### src/rtl/rdcr_pkg.sv
// Register map, field layout and reset values of the channel configuration bank
package rdcr_pkg;
  localparam int unsigned ADDR_W   = 8;
  localparam int unsigned DATA_W   = 8;
  localparam int unsigned NUM_CH   = 2;

  localparam logic [7:0] CHAN1_CONTROL_ADDR       = 8'h05;
  localparam logic [7:0] CHAN1_STAGE_ENABLES_ADDR = 8'h06;
  localparam logic [7:0] CHAN2_CONTROL_ADDR       = 8'h08;
  localparam logic [7:0] CHAN2_STAGE_ENABLES_ADDR = 8'h09;
  localparam logic [7:0] GENERAL_SETTINGS_ADDR    = 8'h00;

  localparam logic [7:0] CONTROL_RESET = 8'h00;
  localparam logic [7:0] ENABLES_RESET = 8'h00;
  localparam logic [7:0] GENERAL_RESET = 8'h00;
  localparam logic [7:0] ENABLES_MASK  = 8'h07;
  localparam logic [7:0] GENERAL_MASK  = 8'hff;

  localparam int unsigned EQ_LEVEL_MSB     = 6;
  localparam int unsigned EQ_LEVEL_LSB     = 4;
  localparam int unsigned TX_GAIN_BIT      = 3;
  localparam int unsigned EQ_DC_ATTEN_BIT  = 2;
  localparam int unsigned RX_GAIN_MSB      = 1;
  localparam int unsigned RX_GAIN_LSB      = 0;
  localparam int unsigned PEAKING_BIT      = 2;
  localparam int unsigned EQ_DISABLE_BIT   = 1;
  localparam int unsigned OUT_DISABLE_BIT  = 0;

  localparam int unsigned PIN_SELECT_BIT   = 7;
  localparam int unsigned TRACK_PAIR01_BIT = 5;
  localparam int unsigned TRACK_PAIR23_BIT = 4;
  localparam int unsigned TRACK_ALL_BIT    = 3;

  typedef enum logic [1:0] {
    RDCR_RX_LOW  = 2'h0,
    RDCR_RX_MID  = 2'h1,
    RDCR_RX_HIGH = 2'h3
  } rdcr_rx_gain_e;
endpackage

### src/rtl/rdcr_regs.sv
// Channel 1 and 2 configuration register bank with tracking and source select
`timescale 1ns/1ps
module rdcr_regs
  import rdcr_pkg::*;
(
  input  wire logic                 I_CLOCK,
  input  wire logic                 I_ARST_N,
  input  wire logic                 i_WR,
  input  wire logic [ADDR_W-1:0]    i_ADDR,
  input  wire logic [DATA_W-1:0]    i_WDATA,
  input  wire logic [2:0]           i_PIN_EQ_LEVEL,
  input  wire logic [1:0]           i_PIN_RX_GAIN,
  output logic      [DATA_W-1:0]    o_RDATA,
  output logic      [3:0][2:0]      o_EQUALIZER_LEVEL,
  output logic      [3:0]           o_TX_GAIN_6DB,
  output logic      [3:0]           o_EQUALIZER_DC_ATTENUATION,
  output logic      [3:0][1:0]      o_RX_GAIN,
  output logic      [3:0]           o_OUTPUT_AC_PEAKING,
  output logic      [3:0]           o_EQUALIZER_STAGE_DISABLE,
  output logic      [3:0]           o_OUTPUT_STAGE_DISABLE,
  output logic                      o_PIN_CONTROL_SELECT
);
  import rdcr_pkg::*;

  typedef struct packed {
    logic [7:0]      general;
    logic [2:0]      pin_eq_meta;
    logic [2:0]      pin_eq_sync;
    logic [1:0]      pin_rx_meta;
    logic [1:0]      pin_rx_sync;
    logic [7:0]      rdata;
    logic [3:0][7:0] ctrl_out;
    logic [3:0][7:0] enab_out;
    logic            pin_sel;
    logic [3:0]      dc_att;
  } rdcr_top_s;

  rdcr_top_s  state_reg;
  rdcr_top_s  state_next;
  logic [7:0] ch1_control;
  logic [7:0] ch1_enables;
  logic [7:0] ch2_control;
  logic [7:0] ch2_enables;

  rdcr_channel #(.CTRL_ADDR(CHAN1_CONTROL_ADDR), .ENAB_ADDR(CHAN1_STAGE_ENABLES_ADDR)) u_ch1 (
    .i_clock   (I_CLOCK),
    .i_arst_n  (I_ARST_N),
    .i_wr      (i_WR),
    .i_addr    (i_ADDR),
    .i_wdata   (i_WDATA),
    .o_control (ch1_control),
    .o_enables (ch1_enables)
  );

  rdcr_channel #(.CTRL_ADDR(CHAN2_CONTROL_ADDR), .ENAB_ADDR(CHAN2_STAGE_ENABLES_ADDR)) u_ch2 (
    .i_clock   (I_CLOCK),
    .i_arst_n  (I_ARST_N),
    .i_wr      (i_WR),
    .i_addr    (i_ADDR),
    .i_wdata   (i_WDATA),
    .o_control (ch2_control),
    .o_enables (ch2_enables)
  );

  always_comb begin
    logic [7:0] src_ctrl1;
    logic [7:0] src_ctrl2;
    src_ctrl1  = ch1_control;
    src_ctrl2  = ch2_control;
    state_next = state_reg;
    // Pin strap inputs come from off chip and are double-registered
    state_next.pin_eq_meta = i_PIN_EQ_LEVEL;
    state_next.pin_eq_sync = state_reg.pin_eq_meta;
    state_next.pin_rx_meta = i_PIN_RX_GAIN;
    state_next.pin_rx_sync = state_reg.pin_rx_meta;
    if (i_WR && i_ADDR == GENERAL_SETTINGS_ADDR) begin
      state_next.general = i_WDATA & GENERAL_MASK;
    end
    // Pin control replaces the equalizer level and receiver gain fields
    state_next.pin_sel = state_reg.general[PIN_SELECT_BIT];
    if (state_reg.general[PIN_SELECT_BIT]) begin
      src_ctrl1[EQ_LEVEL_MSB:EQ_LEVEL_LSB] = state_reg.pin_eq_sync;
      src_ctrl1[RX_GAIN_MSB:RX_GAIN_LSB]   = state_reg.pin_rx_sync;
      src_ctrl2[EQ_LEVEL_MSB:EQ_LEVEL_LSB] = state_reg.pin_eq_sync;
      src_ctrl2[RX_GAIN_MSB:RX_GAIN_LSB]   = state_reg.pin_rx_sync;
    end
    // Channels 0 and 3 have no registers here; channel 0 follows channel 1, channel 3 follows channel 2 unless TRACK_ALL_BIT is clear, then channel 1
    state_next.ctrl_out[1] = src_ctrl1;
    state_next.enab_out[1] = ch1_enables;
    state_next.ctrl_out[2] = src_ctrl2;
    state_next.enab_out[2] = ch2_enables;
    state_next.ctrl_out[0] = src_ctrl1;
    state_next.enab_out[0] = ch1_enables;
    state_next.ctrl_out[3] = src_ctrl2;
    state_next.enab_out[3] = ch2_enables;
    if (!state_reg.general[TRACK_ALL_BIT]) begin
      state_next.ctrl_out[2] = src_ctrl1;
      state_next.enab_out[2] = ch1_enables;
      state_next.ctrl_out[3] = src_ctrl1;
      state_next.enab_out[3] = ch1_enables;
    end
    // Attenuation flag is the inverse of the gain bit, kept in a flop so the pin is glitch free
    for (int c = 0; c < 4; c++) begin
      state_next.dc_att[c] = ~state_next.ctrl_out[c][EQ_DC_ATTEN_BIT];
    end
    case (i_ADDR)
      GENERAL_SETTINGS_ADDR:    state_next.rdata = state_reg.general;
      CHAN1_CONTROL_ADDR:       state_next.rdata = ch1_control;
      CHAN1_STAGE_ENABLES_ADDR: state_next.rdata = ch1_enables;
      CHAN2_CONTROL_ADDR:       state_next.rdata = ch2_control;
      CHAN2_STAGE_ENABLES_ADDR: state_next.rdata = ch2_enables;
      default:                  state_next.rdata = 8'h00;
    endcase
  end

  always_ff @(posedge I_CLOCK or negedge I_ARST_N) begin
    if (!I_ARST_N) begin
      state_reg        <= '0;
      state_reg.dc_att <= 4'hf;
    end else begin
      state_reg <= state_next;
    end
  end

  assign o_RDATA              = state_reg.rdata;
  assign o_PIN_CONTROL_SELECT = state_reg.pin_sel;

  for (genvar c = 0; c < 4; c++) begin : g_fields
    assign o_EQUALIZER_LEVEL[c]          = state_reg.ctrl_out[c][EQ_LEVEL_MSB:EQ_LEVEL_LSB];
    assign o_TX_GAIN_6DB[c]              = state_reg.ctrl_out[c][TX_GAIN_BIT];
    assign o_EQUALIZER_DC_ATTENUATION[c] = state_reg.dc_att[c];
    assign o_RX_GAIN[c]         = state_reg.ctrl_out[c][RX_GAIN_MSB:RX_GAIN_LSB];
    assign o_OUTPUT_AC_PEAKING[c]        = state_reg.enab_out[c][PEAKING_BIT];
    assign o_EQUALIZER_STAGE_DISABLE[c]  = state_reg.enab_out[c][EQ_DISABLE_BIT];
    assign o_OUTPUT_STAGE_DISABLE[c]     = state_reg.enab_out[c][OUT_DISABLE_BIT];
  end

  a_ch1_write_read: assert property (@(posedge I_CLOCK) disable iff (!I_ARST_N)
    (i_WR && i_ADDR == CHAN1_CONTROL_ADDR) ##1 (!i_WR && i_ADDR == CHAN1_CONTROL_ADDR)
    |=> o_RDATA == $past(i_WDATA, 2)) else $error("channel 1 control readback wrong");
  a_ch2_enab_read: assert property (@(posedge I_CLOCK) disable iff (!I_ARST_N)
    (i_WR && i_ADDR == CHAN2_STAGE_ENABLES_ADDR) ##1 (!i_WR && i_ADDR == CHAN2_STAGE_ENABLES_ADDR)
    |=> o_RDATA == ($past(i_WDATA, 2) & 8'h07)) else $error("channel 2 enable readback wrong");
  a_reset_zero: assert property (@(posedge I_CLOCK)
    $rose(I_ARST_N) |-> (ch1_control == 8'h00 && ch2_enables == 8'h00)) else $error("not zero after reset");
  a_eq_level_map: assert property (@(posedge I_CLOCK) disable iff (!I_ARST_N)
    !state_reg.general[PIN_SELECT_BIT] ##1 !state_reg.general[PIN_SELECT_BIT]
    |=> o_EQUALIZER_LEVEL[1] == $past(ch1_control[6:4])) else $error("eq level mismatch");
  a_tx_gain_map: assert property (@(posedge I_CLOCK) disable iff (!I_ARST_N)
    state_reg.general[TRACK_ALL_BIT]
    |=> o_TX_GAIN_6DB[2] == $past(ch2_control[TX_GAIN_BIT])) else $error("tx gain mismatch");
  a_dc_atten_inv: assert property (@(posedge I_CLOCK) disable iff (!I_ARST_N)
    1'b1 |=> o_EQUALIZER_DC_ATTENUATION[1] == !$past(ch1_control[EQ_DC_ATTEN_BIT]))
    else $error("dc gain polarity");
  a_track_all: assert property (@(posedge I_CLOCK) disable iff (!I_ARST_N)
    (!state_reg.general[TRACK_ALL_BIT] && !i_WR)[*2] |-> o_RX_GAIN[3] == o_RX_GAIN[1])
    else $error("tracking failed");
  a_peak_disable: assert property (@(posedge I_CLOCK) disable iff (!I_ARST_N)
    1'b1 |=> {o_OUTPUT_AC_PEAKING[1], o_EQUALIZER_STAGE_DISABLE[1], o_OUTPUT_STAGE_DISABLE[1]}
      == $past(ch1_enables[2:0])) else $error("enable fields mismatch");

  // Read path: unmapped places and the read-only enable bits must never leak data
  a_unmapped_read: assert property (@(posedge I_CLOCK) disable iff (!I_ARST_N)
    (i_ADDR == 8'h03) |=> o_RDATA == 8'h00) else $error("unmapped read not zero");
  a_enab_read_upper: assert property (@(posedge I_CLOCK) disable iff (!I_ARST_N)
    (i_ADDR == CHAN1_STAGE_ENABLES_ADDR)
    |=> o_RDATA[7:3] == 5'h00) else $error("enable upper bits read nonzero");
  a_ch2_ctrl_read: assert property (@(posedge I_CLOCK) disable iff (!I_ARST_N)
    (i_ADDR == CHAN2_CONTROL_ADDR)
    |=> o_RDATA == $past(ch2_control)) else $error("channel 2 control read wrong");

  // Write path into the channel pairs
  a_ctrl_bit7_store: assert property (@(posedge I_CLOCK) disable iff (!I_ARST_N)
    (i_WR && i_ADDR == CHAN1_CONTROL_ADDR)
    |=> ch1_control[7] == $past(i_WDATA[7])) else $error("reserved bit not stored");
  a_enab_write_mask: assert property (@(posedge I_CLOCK) disable iff (!I_ARST_N)
    (i_WR && i_ADDR == CHAN2_STAGE_ENABLES_ADDR)
    |=> ch2_enables == ($past(i_WDATA) & 8'h07)) else $error("enable write mask wrong");

  // Source selection between pin straps and registers
  a_pin_sel_copy: assert property (@(posedge I_CLOCK) disable iff (!I_ARST_N)
    1'b1 |=> o_PIN_CONTROL_SELECT == $past(state_reg.general[PIN_SELECT_BIT]))
    else $error("pin select output wrong");
  a_pin_eq_path: assert property (@(posedge I_CLOCK) disable iff (!I_ARST_N)
    state_reg.general[PIN_SELECT_BIT]
    |=> o_EQUALIZER_LEVEL[1] == $past(state_reg.pin_eq_sync)) else $error("pin eq not used");
  a_pin_rx_path: assert property (@(posedge I_CLOCK) disable iff (!I_ARST_N)
    state_reg.general[PIN_SELECT_BIT]
    |=> o_RX_GAIN[1] == $past(state_reg.pin_rx_sync)) else $error("pin rx gain not used");
  a_reg_rx_map: assert property (@(posedge I_CLOCK) disable iff (!I_ARST_N)
    !state_reg.general[PIN_SELECT_BIT]
    |=> o_RX_GAIN[1] == $past(ch1_control[1:0])) else $error("rx gain mismatch");

  // Tracking of the channels that have no registers of their own
  a_track_ch0: assert property (@(posedge I_CLOCK) disable iff (!I_ARST_N)
    1'b1 |=> o_EQUALIZER_STAGE_DISABLE[0] == $past(ch1_enables[EQ_DISABLE_BIT]))
    else $error("channel 0 not tracking");
  a_pair_ch3: assert property (@(posedge I_CLOCK) disable iff (!I_ARST_N)
    state_reg.general[TRACK_ALL_BIT]
    |=> o_OUTPUT_STAGE_DISABLE[3] == $past(ch2_enables[OUT_DISABLE_BIT]))
    else $error("channel 3 not tracking");
endmodule

### src/rtl/rdcr_channel.sv
// One channel's control and stage enable register pair
`timescale 1ns/1ps
module rdcr_channel
  import rdcr_pkg::*;
#(
  parameter logic [7:0] CTRL_ADDR = 8'h05,
  parameter logic [7:0] ENAB_ADDR = 8'h06
) (
  input  wire logic        i_clock,
  input  wire logic        i_arst_n,
  input  wire logic        i_wr,
  input  wire logic [7:0]  i_addr,
  input  wire logic [7:0]  i_wdata,
  output logic      [7:0]  o_control,
  output logic      [7:0]  o_enables
);
  typedef struct packed {
    logic [7:0] control;
    logic [7:0] enables;
  } rdcr_chan_s;

  rdcr_chan_s state_reg;
  rdcr_chan_s state_next;

  always_comb begin
    state_next = state_reg;
    if (i_wr && i_addr == CTRL_ADDR) begin
      state_next.control = i_wdata;
    end
    if (i_wr && i_addr == ENAB_ADDR) begin
      state_next.enables = i_wdata & ENABLES_MASK;
    end
  end

  always_ff @(posedge i_clock or negedge i_arst_n) begin
    if (!i_arst_n) begin
      state_reg <= '{control: CONTROL_RESET, enables: ENABLES_RESET};
    end else begin
      state_reg <= state_next;
    end
  end

  assign o_control = state_reg.control;
  assign o_enables = state_reg.enables;

  a_enab_upper_zero: assert property (@(posedge i_clock) disable iff (!i_arst_n)
    state_reg.enables[7:3] == 5'h00) else $error("enable upper bits not zero");
endmodule

### config.mk
export PLATFORM = sky130hd
export DESIGN_NAME = rdcr_regs
export DESIGN_NICKNAME = d
export VERILOG_FILES = /design/src/rtl/rdcr_pkg.sv /design/src/rtl/rdcr_regs.sv /design/src/rtl/rdcr_channel.sv
export SDC_FILE = /design/constraint.sdc
export NUM_CORES = 1
export LEC_CHECK = 0
export BUFFER_PORTS_ARGS = -buffer_cell sky130_fd_sc_hd__buf_2
export CORE_MARGIN = 8
export CORE_UTILIZATION = 40
export DETAILED_ROUTE_END_ITERATION = 8
export PLACE_DENSITY = 0.72
export SYNTH_ARGS = -nofsm -noshare
export SYNTH_HDL_FRONTEND = slang
export SYNTH_HIERARCHICAL = 1
export SYNTH_SLANG_ARGS = --single-unit
### constraint.sdc
create_clock -name I_CLOCK -period 1.5 [get_ports I_CLOCK]
set_input_delay 0.15 -clock I_CLOCK [delete_from_list [all_inputs] [get_ports I_CLOCK]]
set_output_delay 0.15 -clock I_CLOCK [all_outputs]
set_load 0.02 [all_outputs]
==> results.tsv, run 1 <==
stage	metric	value	unit
run_status	outcome	complete, no violations	
finish	mostFrequentLayoutCells	buf_2 (72), dfrtp_1 (67), mux2_2 (31), buf_4 (15), o21ai_0 (11)	
yosys	netlist_instances	256	
sta	slew-limit-headroom	64.4	%
worst_setup_path	worst-path-max-fanout	3	
yosys	synth_area	3270	sq um
grt	grt_start_max_net_pins	49	
detailed_routing	route.detailed.drc	0	
place	routabilityCongestion	0.813	
cts	cts_setup_buffers	0	
sta	finalHoldViolCount	0	
pwr	seq_power_share	54.3	%
detailed_routing	wl	6380	um
sta	worst_slew_pin_slew	0.533	ns
die	die_x	106	um
yosys	yosysUniqueCellTypes	39	
cts	cts_tree	yes	
worst_setup_path	cp.required	1.73	ns
yosys	ys_seq_elements	69	
yosys	yosysSeqAreaShare	52.9	%
cts	cts.htree.levels	3	
grt	antenna_found_initial	0	
pwr	p_leak	1.89	nW
die	ios	73	
place	dp_hpwl	4700	um
finish	area_growth	12.5	%
sta	tns	0	ns
worst_setup_path	critPathLaunchType	primary input	
detailed_routing	drt_first_iter_violations	72	
worst_setup_path	critPathKind	primary input to flop	
pwr	clockPowerShare	34.0	%
cts	cts_buffers	9	
cts	insertion_delay	0.34	ns
worst_setup_path	endpoint_kind	flop	
sta	rsz0062_at_grt	no	
sta	max_freq	0.798	GHz
sta	slew_violations	0	
finish	final_common_cell	buf_2	
die	rows	33	
place	place_area	3460	sq um
detailed_routing	drt-pass1-iter-count	4	
sta	finalSetupViolations	0	
finish	design_area	3680	sq um
sta	clock_skew	0.00451	ns
grt	grt_pass1_vias	2112	
run	cap_violations	0	
detailed_routing	wl_per_cell	15.4	um
finish	nets	328	
sta	finalCriticalPeriod	1.25	ns
cts	cts.sinks	69	
pwr	power_density	1000	nW/um^2
finish	drive_above_1_share	50.5	%
place	io_buffer_count	72	
grt	grt_usage	11.9	%
sta	fin_crit_sh	83.5	%
cts	clkTransAtPathRegs	0.07	ns
grt	grt_pass1_wl	10400	um
cts	cts-hold-fix-buffers	6	
detailed_routing	vias	1964	
cts	ctsResizeCount	0	
finish	largest_reg_flops	12	
cts	cts_root_buf	clkbuf_8	
pwr	switching_share	26.1	%
pwr	internal-power	0.00272	W
detailed_routing	postRouteAntennaNets	0	
die	floorplan.initialDensity	40.6	%
die	die_area	11300	sq um
pwr	power_switching	0.000959	W
grt	overflow	0	
detailed_routing	viasPerCell	4.74	
finish	antennaDiodeCount	0	
die	core_area	8050	sq um
die	die_h	106	um
worst_setup_path	crit_arrival	1.48	ns
sta	timing.hold.ws	0.0684	ns
pwr	irDropWorstVdd	0.377	mV
min_path	hold_path.class	primary input to flop	
yosys	synth_warnings	6	
cts	cts.path.max_buffers	2	
yosys	avgSynthCellArea	12.8	sq um
pwr	pwr-share-comb	11.7	%
[worst max-delay path, stage by stage]
cell and delay, ns:
buf_2 0.10, or4_4 0.54, or3_4 0.38, mux2_4 0.31
[layer usage]
metal	vias up	global-route usage, %	share of wire (%)
met5	-	0	0
met1	968	14.4	45
li1	927	-	-
met2	56	18.1	46
met3	13	3.63	5.9
met4	0	7.94	2.7
[cell families after synthesis]
family / share of synthesized area, %
buf+inv: 16.3
simple gates: 9.15
mux: 14.5
flops: 52.9
other cells: 0.230
compound gates: 6.93
[metrics by stage]
step,utilization [%],power (W),setup slack [ns],cells
floorplan,-,0.00235,0.0247,264
global placement,42.9,0.00245,-0.0965,392
detailed placement,42.9,0.00246,-0.114,392
CTS,45.7,0.00374,0.258,414
global route,45.7,0.00385,0.223,414
finish,45.7,0.00368,0.247,414
[cells in the mapped netlist]
cell type | number | area (sq um)
nor2_1 | 3 | 11.3
a221o_2 | 7 | 78.8
nand4b_1 | 1 | 8.76
conb_1 | 2 | 7.51
nor2b_4 | 1 | 13.8
a221o_1 | 1 | 10.0
nand2b_1 | 1 | 6.26
nand3_1 | 9 | 45.0
o21a_1 | 1 | 7.51
a32oi_1 | 5 | 43.8
a31oi_1 | 1 | 6.26
inv_1 | 7 | 26.3
nand2_1 | 7 | 26.3
buf_8 | 1 | 15.0
or4_4 | 1 | 11.3
or3_4 | 1 | 11.3
dfstp_2 | 2 | 52.6
mux2_4 | 3 | 45.0
mux2i_1 | 8 | 80.1
buf_1 | 1 | 3.75
o21ai_0 | 11 | 55.1
nor2b_1 | 1 | 6.26
buf_4 | 58 | 435
mux2_2 | 31 | 349
clkbuf_1 | 1 | 3.75
buf_6 | 3 | 33.8
nand3b_1 | 1 | 7.51
nor3_1 | 1 | 5.00
and2_1 | 1 | 6.26
nand4b_4 | 1 | 23.8
and4bb_2 | 1 | 12.5
nor4_2 | 1 | 12.5
a21oi_1 | 5 | 25.0
nor2_4 | 1 | 11.3
dfrtp_1 | 67 | 1680
and4b_1 | 2 | 20.0
buf_2 | 3 | 15.0
nand4bb_1 | 1 | 11.3
nor3_4 | 3 | 48.8
[path summary, 6_finish.rpt]
| path | slack [ns] | end | start | cells past startpoint |
|---|---|---|---|---|
| max | 0.25 | u_ch2/o_enables[0]$_DFFE_PN0P_ | i_ADDR[1] | 4 |
| min | 0.07 | state_reg[93]$_DFFE_PN0P_ | i_WDATA[6] | 2 |
| max reg2reg | 0.33 | o_RDATA[1]$_DFF_PN0_ | u_ch2/o_enables[1]$_DFFE_PN0P_ | 3 |
| min reg2reg | 0.35 | state_reg[77]$_DFF_PN0_ | state_next[77]$_DFF_PN0_ | 0 |
| max in group asynchronous | 0.89 | o_EQUALIZER_DC_ATTENUATION[2]$_DFF_PN1_ | I_ARST_N | 3 |
| min in group asynchronous | 0.33 | o_RX_GAIN[3]$_DFF_PN0_ | I_ARST_N | 3 |
[power groups by stage]
stage	Sequential, W	Combinational, W	Clock (W)
final	0.00200	0.000431	0.00125
after global routing	0.00201	0.000470	0.00137
after CTS	0.00200	0.000438	0.00130
after detailed placement	0.00203	0.000425	0
after global placement	0.00203	0.000416	0
after floorplan	0.00202	0.000328	0
[final cells by class]
class / count / area, sq um
clock inverter: 4 / 25.0
tap: 105 / 131
sequential: 69 / 1730
clock buffer: 12 / 135
fill: 751 / 4370
timing repair buffer: 96 / 593
multi-input combinational: 121 / 1040
inverter: 7 / 26.3
Note: power is estimated with default switching activity, not from simulation.
==> run 2, diff against run 1 <==
--- a/config.mk
+++ b/config.mk
@@ -5,11 +5,12 @@
 export SDC_FILE = /design/constraint.sdc
 export NUM_CORES = 1
 export LEC_CHECK = 0
+export ABC_AREA = 1
 export BUFFER_PORTS_ARGS = -buffer_cell sky130_fd_sc_hd__buf_2
 export CORE_MARGIN = 8
 export CORE_UTILIZATION = 40
 export DETAILED_ROUTE_END_ITERATION = 8
-export PLACE_DENSITY = 0.72
+export PLACE_DENSITY = 0.71
 export SYNTH_ARGS = -nofsm -noshare
 export SYNTH_HDL_FRONTEND = slang
 export SYNTH_HIERARCHICAL = 1
==> constraint.sdc (replaced) <==
create_clock -name I_CLOCK -period 1.2 [get_ports I_CLOCK]
set_input_delay 0.12 -clock I_CLOCK [delete_from_list [all_inputs] [get_ports I_CLOCK]]
set_output_delay 0.12 -clock I_CLOCK [all_outputs]
set_load 0.02 [all_outputs]
==> results.tsv, run 2 <==
stage	metric	value	unit	change
die	rows	34		+3.0%
finish	fin_util	45.7	%	about the same
finish	fillers	839		+12%
yosys	netlist_instances	411		+61%
detailed_routing	viasPerCell	4.76		+0.27%
cts	cts_setup_buffers	0		unchanged
yosys	async_flop_share	100	%	unchanged
yosys	synth_area_leaders	dfrtp_1 (47%), buf_4 (12%), nand2_1 (12%)		
worst_setup_path	rrSetupSlack	0.15	ns	-0.18 ns
worst_setup_path	endpoint_kind	primary output		
finish	mostFrequentLayoutCells	nand2_1 (112), buf_2 (72), dfrtp_1 (66), nand3_1 (52), inv_1 (30)		
detailed_routing	postRouteAntennaNets	0		unchanged
cts	cts_root_buf	clkbuf_8		
yosys	ys_seq_elements	69		unchanged
worst_setup_path	crit_slowest_cell	dfstp_2		
worst_setup_path	crit_cells	1		-3
yosys	netlist_top_cells_count	nand2_1 (112), dfrtp_1 (67), buf_4 (59)		
place	place_area	3730	sq um	+7.9%
sta	rsz0062_at_grt	yes		
worst_setup_path	worst-path-max-fanout	2		-1
pwr	p_leak	2.19	nW	+16%
yosys	yosysSeqAreaShare	48.3	%	-4.6 points
cts	cts.htree.levels	3		unchanged
grt	overflow	0		unchanged
worst_setup_path	startpoint	o_EQUALIZER_DC_ATTENUATION[2]$_DFF_PN1_		
sta	finalHoldViolCount	0		unchanged
finish	final_common_cell	nand2_1		
yosys	synth_ff_type	dfrtp_1		
detailed_routing	wl	8260	um	+29%
detailed_routing	drt_first_iter_violations	177		+150%
place	dp_hpwl	6380	um	+36%
grt	grt_start_max_net_pins	33		-33%
worst_setup_path	max_stage_delay	0.53	ns	about the same
detailed_routing	vias	2697		+37%
worst_setup_path	rr_startpoint	state_next[4]$_DFFE_PN0P_		
detailed_routing	drt-pass1-iter-count	4		unchanged
yosys	yosysUniqueCellTypes	29		-26%
yosys	synth_warnings	6		unchanged
yosys	avgSynthCellArea	8.72	sq um	-32%
run	cap_violations	0		unchanged
sta	clock_skew	0.0122	ns	+0.00772 ns
worst_setup_path	cp_num_buf_inv	1		unchanged
cts	insertion_delay	0.35	ns	about the same
cts	cts.path.max_buffers	2		unchanged
die	floorplan.initialDensity	41.1	%	+0.47 points
finish	design_area	3980	sq um	+8.3%
worst_setup_path	reg2regPathDepth	5		+2
detailed_routing	route.detailed.drc	0		unchanged
worst_setup_path	crit_arrival	1.04	ns	-0.44 ns
place	routabilityCongestion	0.836		+2.9%
die	core_area	8720	sq um	+8.3%
worst_setup_path	cp.required	1.08	ns	-0.65 ns
run_status	outcome	complete, no violations		
worst_setup_path	critPathLaunchType	flop		
worst_setup_path	cp_cell_sequence	buf_2		
die	die_h	111	um	+4.0%
yosys	yosys.area.top_type_share	46.8	%	-4.5 points
sta	finalSetupViolations	0		unchanged
finish	antennaDiodeCount	0		unchanged
sta	slew_violations	0		unchanged
yosys	yosysMostFrequentCell	nand2_1		
place	io_buffer_count	72		unchanged
worst_setup_path	critPathKind	flop to primary output		
yosys	yosys.area.top_type	dfrtp_1		
min_path	hold_path.class	primary input to flop		
finish	largest_reg_flops	12		unchanged
finish	drive_above_1_share	30.5	%	-20 points
die	die_x	111	um	+4.0%
cts	cts.sinks	69		unchanged
worst_setup_path	critPathTopFamily	flip-flops		
worst_setup_path	r2r_end	o_RX_GAIN[5]$_DFF_PN0_		
yosys	synth_edf_count	0		unchanged
yosys	synth_area	3580	sq um	+9.6%
die	die_area	12200	sq um	+8.1%
grt	grt_usage	13.8	%	+1.9 points
detailed_routing	wl_per_cell	14.6	um	-5.5%
sta	fin_crit_sh	96.8	%	
grt	antenna_found_initial	0		unchanged
sta	max_freq	0.861	GHz	
cts	clkTransAtPathRegs	0.08	ns	about the same
cts	cts_buffers	9		unchanged
place	place_ws	-0.0112	ns	+0.103 ns
pwr	power_density	1230	nW/um^2	+23%
pwr	irDropWorstVdd	0.709	mV	+88%
sta	setup_ws	0.0388	ns	-0.208 ns
min_path	worstHoldStart	i_WDATA[7]		
grt	grt_pass1_wl	13700	um	+31%
sta	finalCriticalPeriod	1.16	ns	
finish	nets	478		+46%
die	ios	73		unchanged
finish	area_growth	11.2	%	
grt	grt_pass1_vias	2812		+33%
worst_setup_path	crit_path_end	o_EQUALIZER_DC_ATTENUATION[2]		
cts	cts_tree	yes		
-- run 2: what timing repair did --
item,in CTS,in global routing
endpoints found under the setup margin,1,3
gates cloned,0,0
hold buffers,6,0
endpoints found under the hold margin,16,0
pin swaps,0,0
gates resized for setup,1,1
-- run 2: routing by layer --
metal,vias to the layer above,track usage [%],routed length [um]
li1,1296,-,-
met4,0,4.86,141
met3,12,4.87,570
met1,1278,16.7,3520
met5,-,0,0
met2,111,22.1,4030
-- run 2: through the flow --
step | cells | setup TNS (ns) | hold slack (ns) | total power [W]
floorplan | 419 | 0 | -0.176 | 0.00296
finish | 567 | 0 | 0.0595 | 0.00491
CTS | 567 | 0 | 0.0444 | 0.00496
global route | 567 | -0.00711 | 0.0507 | 0.00515
detailed placement | 545 | -0.0112 | 0.0854 | 0.00312
global placement | 545 | 0 | 0.0835 | 0.00310
-- run 2: how the worst min path moves through the flow --
stage                                        to  cells past startpoint  slack, ns
2_1_floorplan    o_EQUALIZER_LEVEL[3]$_DFF_PN0_                      0      -0.18
3_3_place_gp   o_OUTPUT_AC_PEAKING[2]$_DFF_PN0_                      1       0.08
3_5_place_dp   o_OUTPUT_AC_PEAKING[2]$_DFF_PN0_                      1       0.09
4_1_cts          u_ch1/o_control[4]$_DFFE_PN0P_                      3       0.04
5_1_grt               state_reg[90]$_DFFE_PN0P_                      2       0.05
6_report              state_next[4]$_DFFE_PN0P_                      2       0.06
-- run 2: cell families after synthesis --
family                 after synthesis  share of synthesized area (%)
flip-flops                          69                           48.3
AND/OR/NAND/NOR                    221                           30.4
buffers and inverters              102                           18.4
other                                2                          0.210
AO/OA/AOI/OAI                       17                           2.69
-- run 2: layout make-up --
class	instances	area (sq um)	share of cell area [%]
Tap cell	108	135	3.39
Multi-Input combinational cell	248	1220	30.7
Sequential cell	69	1730	43.4
Inverter	35	134	3.36
Clock buffer	11	131	3.30
Clock inverter	5	60.1	1.51
Timing Repair Buffer	91	568	14.3
-- run 2: power breakdown --
part | total, W | switching [W] | leakage, nW | internal (W)
Sequential | 0.00250 | 0.0000681 | 0.889 | 0.00243
Combinational | 0.000580 | 0.000392 | 1.20 | 0.000189
Clock | 0.00183 | 0.000863 | 0.0939 | 0.000968
Total | 0.00491 | 0.00132 | 2.19 | 0.00359
